**config.mk**
```make
export PLATFORM = sky130hd
export DESIGN_NAME = ctab_config_bank
export DESIGN_NICKNAME = d
export VERILOG_FILES = /design/src/core/ctab_pkg.sv /design/src/core/ctab_block_decode.sv /design/src/core/ctab_config_bank.sv
export SDC_FILE = /design/constraint.sdc
export NUM_CORES = 1
export LEC_CHECK = 0
export ABC_AREA = 1
export BUFFER_PORTS_ARGS = -buffer_cell sky130_fd_sc_hd__clkbuf_2
export CORE_MARGIN = 8
export CORE_UTILIZATION = 51
export DETAILED_ROUTE_END_ITERATION = 8
export PLACE_DENSITY_LB_ADDON = 0.08
export SLEW_MARGIN = 20
export SYNTH_ARGS = -nofsm -noshare
export SYNTH_HDL_FRONTEND = slang
export SYNTH_SLANG_ARGS = --single-unit
```
**constraint.sdc**
```tcl
create_clock -name I_CLK -period 1.6 [get_ports I_CLK]
set_input_delay 0.32 -clock I_CLK [delete_from_list [all_inputs] [get_ports I_CLK]]
set_output_delay 0.32 -clock I_CLK [all_outputs]
set_load 0.01 [all_outputs]
```
**src/core/ctab_pkg.sv**
```systemverilog
// ==========================================================
// constants for the continuous-time block configuration bank
package ctab_pkg;

    // ==========================================================
    // array shape and bus widths
    localparam int NUM_BLK = 4;
    localparam int ADR_W   = 12;
    localparam int IDX_W   = 10;
    localparam int DAT_W   = 32;
    localparam int REG_W   = 8;
    localparam int TAP_N   = 16;
    localparam int BOT_N   = 4;
    localparam int MUX_N   = 7;

    // ==========================================================
    // register indices, byte address is four times the index
    localparam logic [9:0] IDX_CR0 [NUM_BLK] = '{10'h071, 10'h075, 10'h079, 10'h07D};
    localparam logic [9:0] IDX_CR1 [NUM_BLK] = '{10'h072, 10'h076, 10'h07A, 10'h07E};
    localparam logic [7:0] REG_RST = 8'h00;
    localparam logic [31:0] UNMAPPED_RDATA = 32'h0000_0000;

    // ==========================================================
    // first control register fields
    localparam int TAP_MSB  = 7;
    localparam int TAP_LSB  = 4;
    localparam int TOPO_BIT = 3;
    localparam int TOP_BIT  = 2;
    localparam int BOT_MSB  = 1;
    localparam int BOT_LSB  = 0;

    // ==========================================================
    // second control register fields and codes
    localparam int ANA_BUS_BIT = 7;
    localparam int CMP_BUS_BIT = 6;
    localparam int NEG_MSB     = 5;
    localparam int NEG_LSB     = 3;
    localparam int POS_MSB     = 2;
    localparam int POS_LSB     = 0;
    localparam logic [2:0] POS_FLOAT    = 3'h7;
    localparam logic [2:0] NEG_RSVD     = 3'h7;
    localparam logic [2:0] NEG_FEEDBACK = 3'h4;

endpackage

```
**src/core/ctab_block_decode.sv**
```systemverilog
`timescale 1ns/1ps
// ==========================================================
// per-block field decoder, one-hot switch controls
module ctab_block_decode (
    // clock and reset
    input  wire logic        i_clk,
    input  wire logic        i_rst,
    // configuration bytes
    input  wire logic [7:0]  i_cr0,
    input  wire logic [7:0]  i_cr1,
    // decoded switch controls
    output logic      [15:0] o_tap_sel,
    output logic             o_gain_mode,
    output logic             o_top_to_out,
    output logic      [3:0]  o_bot_sel,
    output logic      [6:0]  o_pos_sel,
    output logic      [6:0]  o_neg_sel,
    output logic             o_ana_bus_en,
    output logic             o_cmp_bus_en
);

    typedef struct packed {
        logic [15:0] tap_sel;
        logic        gain_mode;
        logic        top_to_out;
        logic [3:0]  bot_sel;
        logic [6:0]  pos_sel;
        logic [6:0]  neg_sel;
        logic        ana_bus_en;
        logic        cmp_bus_en;
    } ctab_dec_state_type;

    ctab_dec_state_type state_ff;
    ctab_dec_state_type nxt_state;
    logic [2:0]         pos_code;
    logic [2:0]         neg_code;

    assign pos_code = i_cr1[ctab_pkg::POS_MSB:ctab_pkg::POS_LSB];
    assign neg_code = i_cr1[ctab_pkg::NEG_MSB:ctab_pkg::NEG_LSB];

    // ==========================================================
    // decode, registered so every control is glitch free
    always_comb begin
        nxt_state = '0;
        if (!i_rst) begin
            nxt_state.tap_sel    = 16'h0001 << i_cr0[ctab_pkg::TAP_MSB:ctab_pkg::TAP_LSB];
            nxt_state.gain_mode  = i_cr0[ctab_pkg::TOPO_BIT];
            nxt_state.top_to_out = i_cr0[ctab_pkg::TOP_BIT];
            nxt_state.bot_sel    = 4'h1 << i_cr0[ctab_pkg::BOT_MSB:ctab_pkg::BOT_LSB];
            // floating code closes no switch at all
            if (pos_code != ctab_pkg::POS_FLOAT) begin
                nxt_state.pos_sel = 7'h01 << pos_code;
            end
            // slot four is the own-output feedback path
            if (neg_code != ctab_pkg::NEG_RSVD) begin
                nxt_state.neg_sel = 7'h01 << neg_code;
            end
            nxt_state.ana_bus_en = i_cr1[ctab_pkg::ANA_BUS_BIT];
            nxt_state.cmp_bus_en = i_cr1[ctab_pkg::CMP_BUS_BIT];
        end
    end

    always_ff @(posedge i_clk) begin
        state_ff <= nxt_state;
    end

    // outputs straight from the state flops
    assign o_tap_sel    = state_ff.tap_sel;
    assign o_gain_mode  = state_ff.gain_mode;
    assign o_top_to_out = state_ff.top_to_out;
    assign o_bot_sel    = state_ff.bot_sel;
    assign o_pos_sel    = state_ff.pos_sel;
    assign o_neg_sel    = state_ff.neg_sel;
    assign o_ana_bus_en = state_ff.ana_bus_en;
    assign o_cmp_bus_en = state_ff.cmp_bus_en;
endmodule

```
**src/core/ctab_config_bank.sv**
```systemverilog
// Decided for this implementation: the Wishbone interface to the registers.
`timescale 1ns/1ps
// Functional notes
// - tap field bits 7..4 picks one of sixteen resistor taps.
// - bit 3 chooses loss or gain topology for the centre tap.
// - bit 2 routes resistor top to supply or op-amp output.
// - bits 1..0 route resistor bottom to neighbour, ground, negative supply, below.
// - positive input field bits 2..0 selects one of seven sources.
// - positive code 111 connects nothing; software should not use it.
// - negative input field bits 5..3 selects seven sources; 111 reserved.
// - negative code 100 connects the block's own output feedback.
// - bit 7 closes the op-amp to column analog bus switch.
// - bit 6 enables the comparator driver onto the column bus.
// - an undriven column comparator bus is held low.
// - registers at 71h,75h,79h,7Dh and next address, any bank.
module ctab_config_bank (
    // clock and reset
    input  wire logic                I_CLK,
    input  wire logic                I_SYS_RST,
    // wishbone slave
    input  wire logic                I_WB_CYC,
    input  wire logic                I_WB_STB,
    input  wire logic                I_WB_WE,
    input  wire logic [11:0]         I_WB_ADR,
    input  wire logic [3:0]          I_WB_SEL,
    input  wire logic [31:0]         I_WB_DAT,
    output logic      [31:0]         O_WB_DAT,
    output logic                     O_WB_ACK,
    // comparator results and drive requests from outside the clock domain
    input  wire logic [3:0]          I_CT_CMP_RESULT,
    input  wire logic [3:0]          I_SC_CMP_DRIVE,
    input  wire logic [3:0]          I_SC_CMP_RESULT,
    // resistor string controls, one entry per block
    output logic      [3:0][15:0]    O_RESISTOR_TAP_SELECT,
    output logic      [3:0]          O_GAIN_MODE,
    output logic      [3:0]          O_RESISTOR_TOP_ROUTE,
    output logic      [3:0][3:0]     O_RESISTOR_BOTTOM_ROUTE,
    // op-amp input selects, one-hot
    output logic      [3:0][6:0]     O_POSITIVE_INPUT_SELECT,
    output logic      [3:0][6:0]     O_NEGATIVE_INPUT_SELECT,
    // column bus controls
    output logic      [3:0]          O_ANALOG_BUS_DRIVE_EN,
    output logic      [3:0]          O_COMPARATOR_BUS_DRIVE_EN,
    output logic      [3:0]          O_COLUMN_COMPARATOR_BUS
);

    // ==========================================================
    // state
    typedef struct packed {
        logic [3:0][7:0] cr0;
        logic [3:0][7:0] cr1;
        logic            wb_ack;
        logic [31:0]     wb_rdat;
        logic [3:0]      ct_cmp_s1;
        logic [3:0]      ct_cmp_s2;
        logic [3:0]      sc_drv_s1;
        logic [3:0]      sc_drv_s2;
        logic [3:0]      sc_cmp_s1;
        logic [3:0]      sc_cmp_s2;
        logic [3:0]      col_bus;
    } ctab_bank_state_type;

    ctab_bank_state_type state_ff;
    ctab_bank_state_type nxt_state;
    logic [9:0]          req_idx;
    logic                req_take;

    // word index; low two address bits are don't care
    assign req_idx  = I_WB_ADR[11:2];
    // one access per request, the ack cycle itself is not a new one
    assign req_take = I_WB_CYC && I_WB_STB && !state_ff.wb_ack;

    // ==========================================================
    // next state
    always_comb begin
        nxt_state = state_ff;
        nxt_state.wb_ack  = 1'b0;
        nxt_state.wb_rdat = ctab_pkg::UNMAPPED_RDATA;

        // two-flop synchronisers, first stage read only here
        nxt_state.ct_cmp_s1 = I_CT_CMP_RESULT;
        nxt_state.ct_cmp_s2 = state_ff.ct_cmp_s1;
        nxt_state.sc_drv_s1 = I_SC_CMP_DRIVE;
        nxt_state.sc_drv_s2 = state_ff.sc_drv_s1;
        nxt_state.sc_cmp_s1 = I_SC_CMP_RESULT;
        nxt_state.sc_cmp_s2 = state_ff.sc_cmp_s1;

        // column comparator bus: own driver, else the other
        // block, else pulled low so the digital side never
        // sees a floating level
        for (int k = 0; k < ctab_pkg::NUM_BLK; k++) begin
            if (O_COMPARATOR_BUS_DRIVE_EN[k]) begin
                nxt_state.col_bus[k] = state_ff.ct_cmp_s2[k];
            end else if (state_ff.sc_drv_s2[k]) begin
                nxt_state.col_bus[k] = state_ff.sc_cmp_s2[k];
            end else begin
                nxt_state.col_bus[k] = 1'b0;
            end
        end

        // bus access; unmapped words ack, read zero, drop writes
        if (req_take) begin
            nxt_state.wb_ack = 1'b1;
            for (int k = 0; k < ctab_pkg::NUM_BLK; k++) begin
                // same map whatever bank software believes it is in
                if (req_idx == ctab_pkg::IDX_CR0[k]) begin
                    nxt_state.wb_rdat = {24'h00_0000, state_ff.cr0[k]};
                    if (I_WB_WE && I_WB_SEL[0]) begin
                        nxt_state.cr0[k] = I_WB_DAT[7:0];
                    end
                end
                if (req_idx == ctab_pkg::IDX_CR1[k]) begin
                    nxt_state.wb_rdat = {24'h00_0000, state_ff.cr1[k]};
                    if (I_WB_WE && I_WB_SEL[0]) begin
                        nxt_state.cr1[k] = I_WB_DAT[7:0];
                    end
                end
            end
        end

        // synchronous reset clears all configuration
        if (I_SYS_RST) begin
            nxt_state = '0;
            for (int k = 0; k < ctab_pkg::NUM_BLK; k++) begin
                nxt_state.cr0[k] = ctab_pkg::REG_RST;
                nxt_state.cr1[k] = ctab_pkg::REG_RST;
            end
        end
    end

    // ==========================================================
    // state register
    always_ff @(posedge I_CLK) begin
        state_ff <= nxt_state;
    end

    // bus answer and comparator bus straight from flops
    assign O_WB_ACK                = state_ff.wb_ack;
    assign O_WB_DAT                = state_ff.wb_rdat;
    assign O_COLUMN_COMPARATOR_BUS = state_ff.col_bus;

    // ==========================================================
    // one decoder per block; decode sits a cycle after the
    // register so a write never shows a half-updated mux
    for (genvar k = 0; k < ctab_pkg::NUM_BLK; k++) begin : g_blk
        ctab_block_decode u_dec (
            .i_clk        (I_CLK),
            .i_rst        (I_SYS_RST),
            .i_cr0        (state_ff.cr0[k]),
            .i_cr1        (state_ff.cr1[k]),
            .o_tap_sel    (O_RESISTOR_TAP_SELECT[k]),
            .o_gain_mode  (O_GAIN_MODE[k]),
            .o_top_to_out (O_RESISTOR_TOP_ROUTE[k]),
            .o_bot_sel    (O_RESISTOR_BOTTOM_ROUTE[k]),
            .o_pos_sel    (O_POSITIVE_INPUT_SELECT[k]),
            .o_neg_sel    (O_NEGATIVE_INPUT_SELECT[k]),
            .o_ana_bus_en (O_ANALOG_BUS_DRIVE_EN[k]),
            .o_cmp_bus_en (O_COMPARATOR_BUS_DRIVE_EN[k])
        );
    end
endmodule

```
== Word-level counts from Yosys, hierarchy flattened ==
Index checks and enable logic that the tools add are counted.
Widths: inputs -> output; s select.

* Bits in registers: 277
* Input bits: 65
* Output and inout port bits: 189
* Logic and storage cells: 130

* Equal/unequal tests: 16
* Shift-type cells: 16
* Multiplexer cells: 17
* Bitwise logic cells: 9
* Reductions and logical operators: 22

{| class="wikitable"
|+ Operators by type and width
! operator !! count
|-
| $mux 32 || 6
|-
| $eq 10x7->1 const B || 8
|-
| $shl 1x4->16 const A || 4
|-
| $shl 1x3->7 const A || 8
|-
| $mux 33 || 1
|-
| $ne 3x3->1 const B || 8
|-
| $reduce_and 3->1 || 8
|-
| $reduce_or 2->1 || 9
|-
| $mux 8 || 2
|-
| $shl 1x2->4 const A || 4
|-
| $not 1->1 || 9
|-
| $reduce_or 9->1 || 1
|-
| $mux 1 || 8
|-
| $logic_and 1x1->1 || 3
|-
| $logic_not 1->1 || 1
|}

== Logic depth before layout (Yosys ltp) ==
* Depth in word-level cells: 10
* Mapped depth: 11
* Depth with buffers taken out: 10

== By module ==
From an unflattened synthesis, not the netlist that was laid out.

* Cell total of the unflattened synthesis: 992
* Area, all modules: 8745.9 µm²

{| class="wikitable"
|+ By module, submodules not included
! module !! times used !! cells each !! area an instance (µm²) !! sequential area each (µm²)
|-
| ctab_block_decode || 4 || 114 || 1109.8 || 760.7
|-
| ctab_config_bank || 1 || 536 || 4306.6 || 2021.9
|}

== Least setup slack after synthesis ==
Ideal clock, no wire load.

* Kind: input -> register
* Start point: input I_WB_ADR[10]
* End point: register state_ff[123] (netlist name)
* Setup time: 121 ps
* Arrival: 1344 ps
* Required time: 1479 ps
* Slack: 134 ps
* Cell stages on the path: 11
* Path buffers: 1
* Cells stage by stage: inv_1 > nand2_2 > inv_2 > nand3_2 > inv_2 > nand2_2 > nor2_1 > inv_2 > buf_4 > o21ai_0 > a21oi_1

* Word-level cells in the longest chain between the ends: 2

{| class="wikitable"
|+ RTL lines
! what !! RTL line !! RTL
|-
| start: declaration || ctab_config_bank.sv:24 || <nowiki>input wire logic [11:0] I_WB_ADR,</nowiki>
|-
| $eq 10x7->1 || ctab_config_bank.sv:106 || <nowiki>if (req_idx == ctab_pkg::IDX_CR0[k]) begin</nowiki>
|-
| $reduce_and 3->1 (no line) || - ||
|-
| end signal: assignment || ctab_config_bank.sv:134 || <nowiki>state_ff <= nxt_state;</nowiki>
|-
| end: declaration || ctab_config_bank.sv:63 || <nowiki>ctab_bank_state_type state_ff;</nowiki>
|}

No other way between the ends.
A chain may end at the register's enable or synchronous reset.

== Final worst setup path ==
* Start point: register state_ff (netlist bit O_WB_ACK)
* End point: register state_ff[93] (netlist name)

* Word-level cells in the longest chain between the ends: 3

{| class="wikitable"
|+ RTL lines
! what !! RTL line !! RTL
|-
| $logic_not 1->1 || ctab_config_bank.sv:71 || <nowiki>assign req_take = I_WB_CYC && I_WB_STB && !state_ff.wb_ack;</nowiki>
|-
| $logic_and 1x1->1 || ctab_config_bank.sv:71 ||
|-
| $reduce_and 3->1 (no line) || - ||
|}

No other way between the ends.

==> results summary <==
The TritonCTS clock tree is yes. The highest routed metal layer is met5. The die boundary height came out at 145 um. The accumulated negative setup slack came out at 0 ps. Walking the worst path, the cells encountered are nor2_2, nand3_2, inv_2, nand3_2, o21ai_0, a21oi_1. The path with the worst hold slack has its endpoint at state_ff[25]. STA classifies the critical path endpoint as a register.

The tightest min-delay check is of the input pin to register type. Data arrives at the worst endpoint at 1890 ps. Among cell families on the critical path, the largest total delay comes from simple AND/OR/NAND/NOR gates.

The peak per-stage delay on the critical path is 320 ps. Yosys printed 0 warnings. After synthesis, the largest family of logic cells by area is simple AND/OR/NAND/NOR gates.

The area share of fa/ha/maj cells after synthesis came out at 0. Clock-pin slew was measured on the worst setup and hold paths at about 60 ps. The timing-limited maximum frequency came out at ~0.66 GHz.

For this block, wires on met1 add up to about 9700 um. Of the total synthesized cell area, the portion taken by XOR and XNOR cells is 0. Once layout is complete, the utilization of the core stands at 0.644. The via count of the first global-routing pass came out at 6540. The number of sinks on the clock net came out at 253. After floorplanning, the core was sized to cover 0.0165 mm2.

The clock insertion delay at the later pin of the skew report came out at 500 ps. After detailed routing, the number of vias per cell comes to approximately 4.7. The kind of start point of the critical path is a register. The die is approximately 150 um wide. The simple-gate share of the synthesized area is 0.207. Sorting the synthesized cells by area gives the leading types as sky130_fd_sc_hd__dfxtp_1, sky130_fd_sc_hd__nor2_1, sky130_fd_sc_hd__buf_4, sky130_fd_sc_hd__inv_1, sky130_fd_sc_hd__o21ai_0. The number of cells on the critical path came out at 6.

The final cycle utilization of the critical path is 0.948. The count of nets left with antenna violations once routing finished came out at 0. The share of final-layout standard cells stronger than drive strength 1 is 0.259.

The growth of design area from synthesis to finish is 24.4%. The final count of pins violating max slew is 0. The switching power share of the total came out at 0.204.

The count of H-tree levels built during CTS is 1. The number of I/O pins came out at 254. The share of synthesized area in the top cell type comes to 0.595. The library cell used most frequently in the layout, excluding fill and tap cells, is sky130_fd_sc_hd__dfxtp_1. The layout net count came out at 1261. The combinational fraction of design power came out at 0.035. The worst setup path is of the register to register kind.

The slack of the worst reg-to-reg path came out at 80 ps. The relative contribution of sequential cells to total power is 0.509. Together, buffers and inverters on the worst path number 1.

Setup violations remaining at the end of the flow were counted as 0. The final instance area is 0.0106 mm2. The switching power summed over all nets came out at 2.56 mW. For this run the aggregate overflow at the end of global routing stands at 0. In this run, CTS created clock tree buffers numbering 25. The worst setup path startpoint is O_WB_ACK. After detailed placement, the total cell area comes to 0.00966 mm2. The minimum clock period is ~1500 ps. In this run the critical register-to-register path is launched from O_WB_ACK.

The pin count of the biggest net entering global routing is 37. The transition at the pin with the smallest max-transition slack is 524 ps. The internal power of the cells totals 9.95 mW.

For this run, design rule violations remaining after detail routing come to 0. The synthesized area is 0.00852 mm2. In this design, the critical path's most frequently occurring cell is sky130_fd_sc_hd__nand3_2.

The wire length after detailed routing is ~21000 um. For the worst flop-to-flop path, the logic depth is 6. The clock network power share came out at 0.456.

The filler cell count in the final layout came out at 1454. The worst ir drop on vdd came out at ~800 uV. The startpoint of the worst hold path is I_CT_CMP_RESULT[1]. Leaving out fill and tap cells, the most frequent cells in the layout are sky130_fd_sc_hd__dfxtp_1, sky130_fd_sc_hd__clkbuf_2, sky130_fd_sc_hd__nor2_1. Counting instances, the worst hold path has a depth of 3. Clock tree synthesis selected as its root buffer the cell sky130_fd_sc_hd__clkbuf_16. The total placed cells including tap cells came out at 1379. The area fraction in compound gates after synthesis is 0.0867. The number of failing hold endpoints at the final stage came out at 0.

The worst-path cell with the longest stage delay is sky130_fd_sc_hd__dfxtp_1. The count of placed standard cells in the final layout, fillers left out is ~1400. The global-route wire length before repair came out at 34200 um. Counting flops and latches in the post-synthesis netlist gives 253. For the worst setup path, the data required time is 1980 ps. In this run the static leakage power is 4.74 nW. At the end of routability-driven placement, the weighted congestion stood at between 0.8 and 0.9. The die outline area is 0.0211 mm2. After detailed routing, the met3 layer carries 1680 um of wire. The total met2 wirelength after detailed routing came out at between 9000 and 10000 um. The maximum buffer depth of the clock tree came out at 3.

The flow ran to the end, and the final reports show no timing, DRC or antenna violations. The iteration-0 DRC count of the detailed router is about 400. The effective utilization at floorplan came out at 0.517. The endpoint identified for the worst register-to-register timing path is state_ff[93]. Across the run, the number of max-cap violations was 0. In this run the worst path has a maximum fanout of 16. Summed over all nets, the half-perimeter wirelength after detailed placement is 15600 um. The combined global-route utilization of all metal layers is 0.196.

The relative slew slack came out at 0.649. Counting every instance in the synthesized netlist gives around 1000. A synthesized cell averages roughly 8.6 um2. The number of cell rows is 47. The proportion of synthesized chip area in sequential cells is 0.595.

Across the routed clock network, the largest skew measured is between 6 and 7 ps. The final route contains 6732 vias. Setup repair after global routing could not meet its margin everywhere. The area of the multi-input gates came out at around 0.0026 mm2. The count of buffers from port buffering came out at 200. The netlist uses 26 different library cells. The area of all sequential standard cells came out at 0.00506 mm2. The routed length per placed instance is 14.8 um. The multiplexer fraction of the synthesized cell area came out at 0. The power per standard cell area came out at 1180 mW/mm2. The number of search-and-repair iterations in the first detailed-routing pass came out at 4. The largest total area in the synthesized netlist belongs to sky130_fd_sc_hd__dfxtp_1. The initial antenna violation count is 2.
[how the worst max path moves through the flow]
stage | end | slack (ps)
floorplan | state_ff[123] | 130
global placement | state_ff[108] | -80
detailed placement | O_WB_DAT[1] | -90
CTS | state_ff[108] | 20
global route | state_ff[107] | -50
finish | state_ff[93] | 80
[worst register-to-register path, delay by kind of cell, from the launching register on]
| family | cells | cell delay [ps] |
|---|---|---|
| DFF | 1 | 320 |
| and+or+nand+nor | 3 | 590 |
| AOI/OAI and AO/OA | 2 | 320 |
| buffers and inverters | 1 | 170 |
[layer usage]
layer,global-route usage,vias to the layer above
li1,-,3471
met1,0.250,3025
met2,0.316,202
met3,0.0613,32
met4,0.0479,2
met5,0,-
[state kept, by name (all words and copies together) (netlist names)]
signal                    cells
g_blk.u_dec.o_gain_mode       4
O_COLUMN_COMPARATOR_BUS       4
g_blk.u_dec.o_top_to_out      4
g_blk.u_dec.o_cmp_bus_en      4
g_blk.u_dec.o_bot_sel        16
g_blk.u_dec.o_tap_sel        64
O_WB_DAT                      8
g_blk.u_dec.o_ana_bus_en      4
O_WB_ACK                      1
g_blk.u_dec.o_neg_sel        28
state_ff                     88
g_blk.u_dec.o_pos_sel        28
[cell usage after synthesis (all sizes together)]
| cell type | instances |
|---|---|
| a21oi | 69 |
| nand4 | 16 |
| buf | 63 |
| nor3 | 26 |
| conb | 1 |
| nand3 | 68 |
| clkbuf | 19 |
| or2 | 5 |
| dfxtp | 253 |
| o21ai | 74 |
| inv | 108 |
| nand2 | 75 |
| nor2 | 207 |
| nor4 | 1 |
[through the flow]
stage / hold WS, ps / power (mW) / setup WS, ps
2_1_floorplan: 388 / 6.76 / 134
3_3_place_gp: 389 / 6.91 / -78.2
3_5_place_dp: 392 / 6.92 / -94.0
4_1_cts: 0.469 / 12.6 / 17.7
5_1_grt: 10.3 / 13.0 / -48.7
6_report: 16.5 / 12.5 / 83.8
[power groups by stage]
stage / Sequential [mW] / Combinational [mW] / Clock, mW
after floorplan: 6.51 / 0.247 / 0
after global placement: 6.50 / 0.410 / 0
after detailed placement: 6.50 / 0.415 / 0
after CTS: 6.36 / 0.436 / 5.83
after global routing: 6.36 / 0.484 / 6.10
final: 6.36 / 0.439 / 5.70
[cells by family (layout without fill, tap and decap cells)]
kind of cell	after synthesis	after routing
other cells	1	25
simple gates	398	398
compound gates	143	143
flops	253	253
buf+inv	190	394
[cell type report]
cell class / instances / area share
flip-flops and latches: 253 / 0.478
well taps: 220 / 0.0260
clock inverters: 4 / 0.00496
diodes: 1 / 0.000236
repair buffers: 243 / 0.134
inverters: 108 / 0.0383
multi-input cells: 565 / 0.246
clock buffers: 39 / 0.0725
[what timing repair did]
item,CTS,global route
setup endpoints to repair,0,44
hold buffers,10,0
hold endpoints to repair,10,0
gates resized for setup,0,3
setup buffers,0,0
Note: power is estimated with default switching activity, not from simulation.
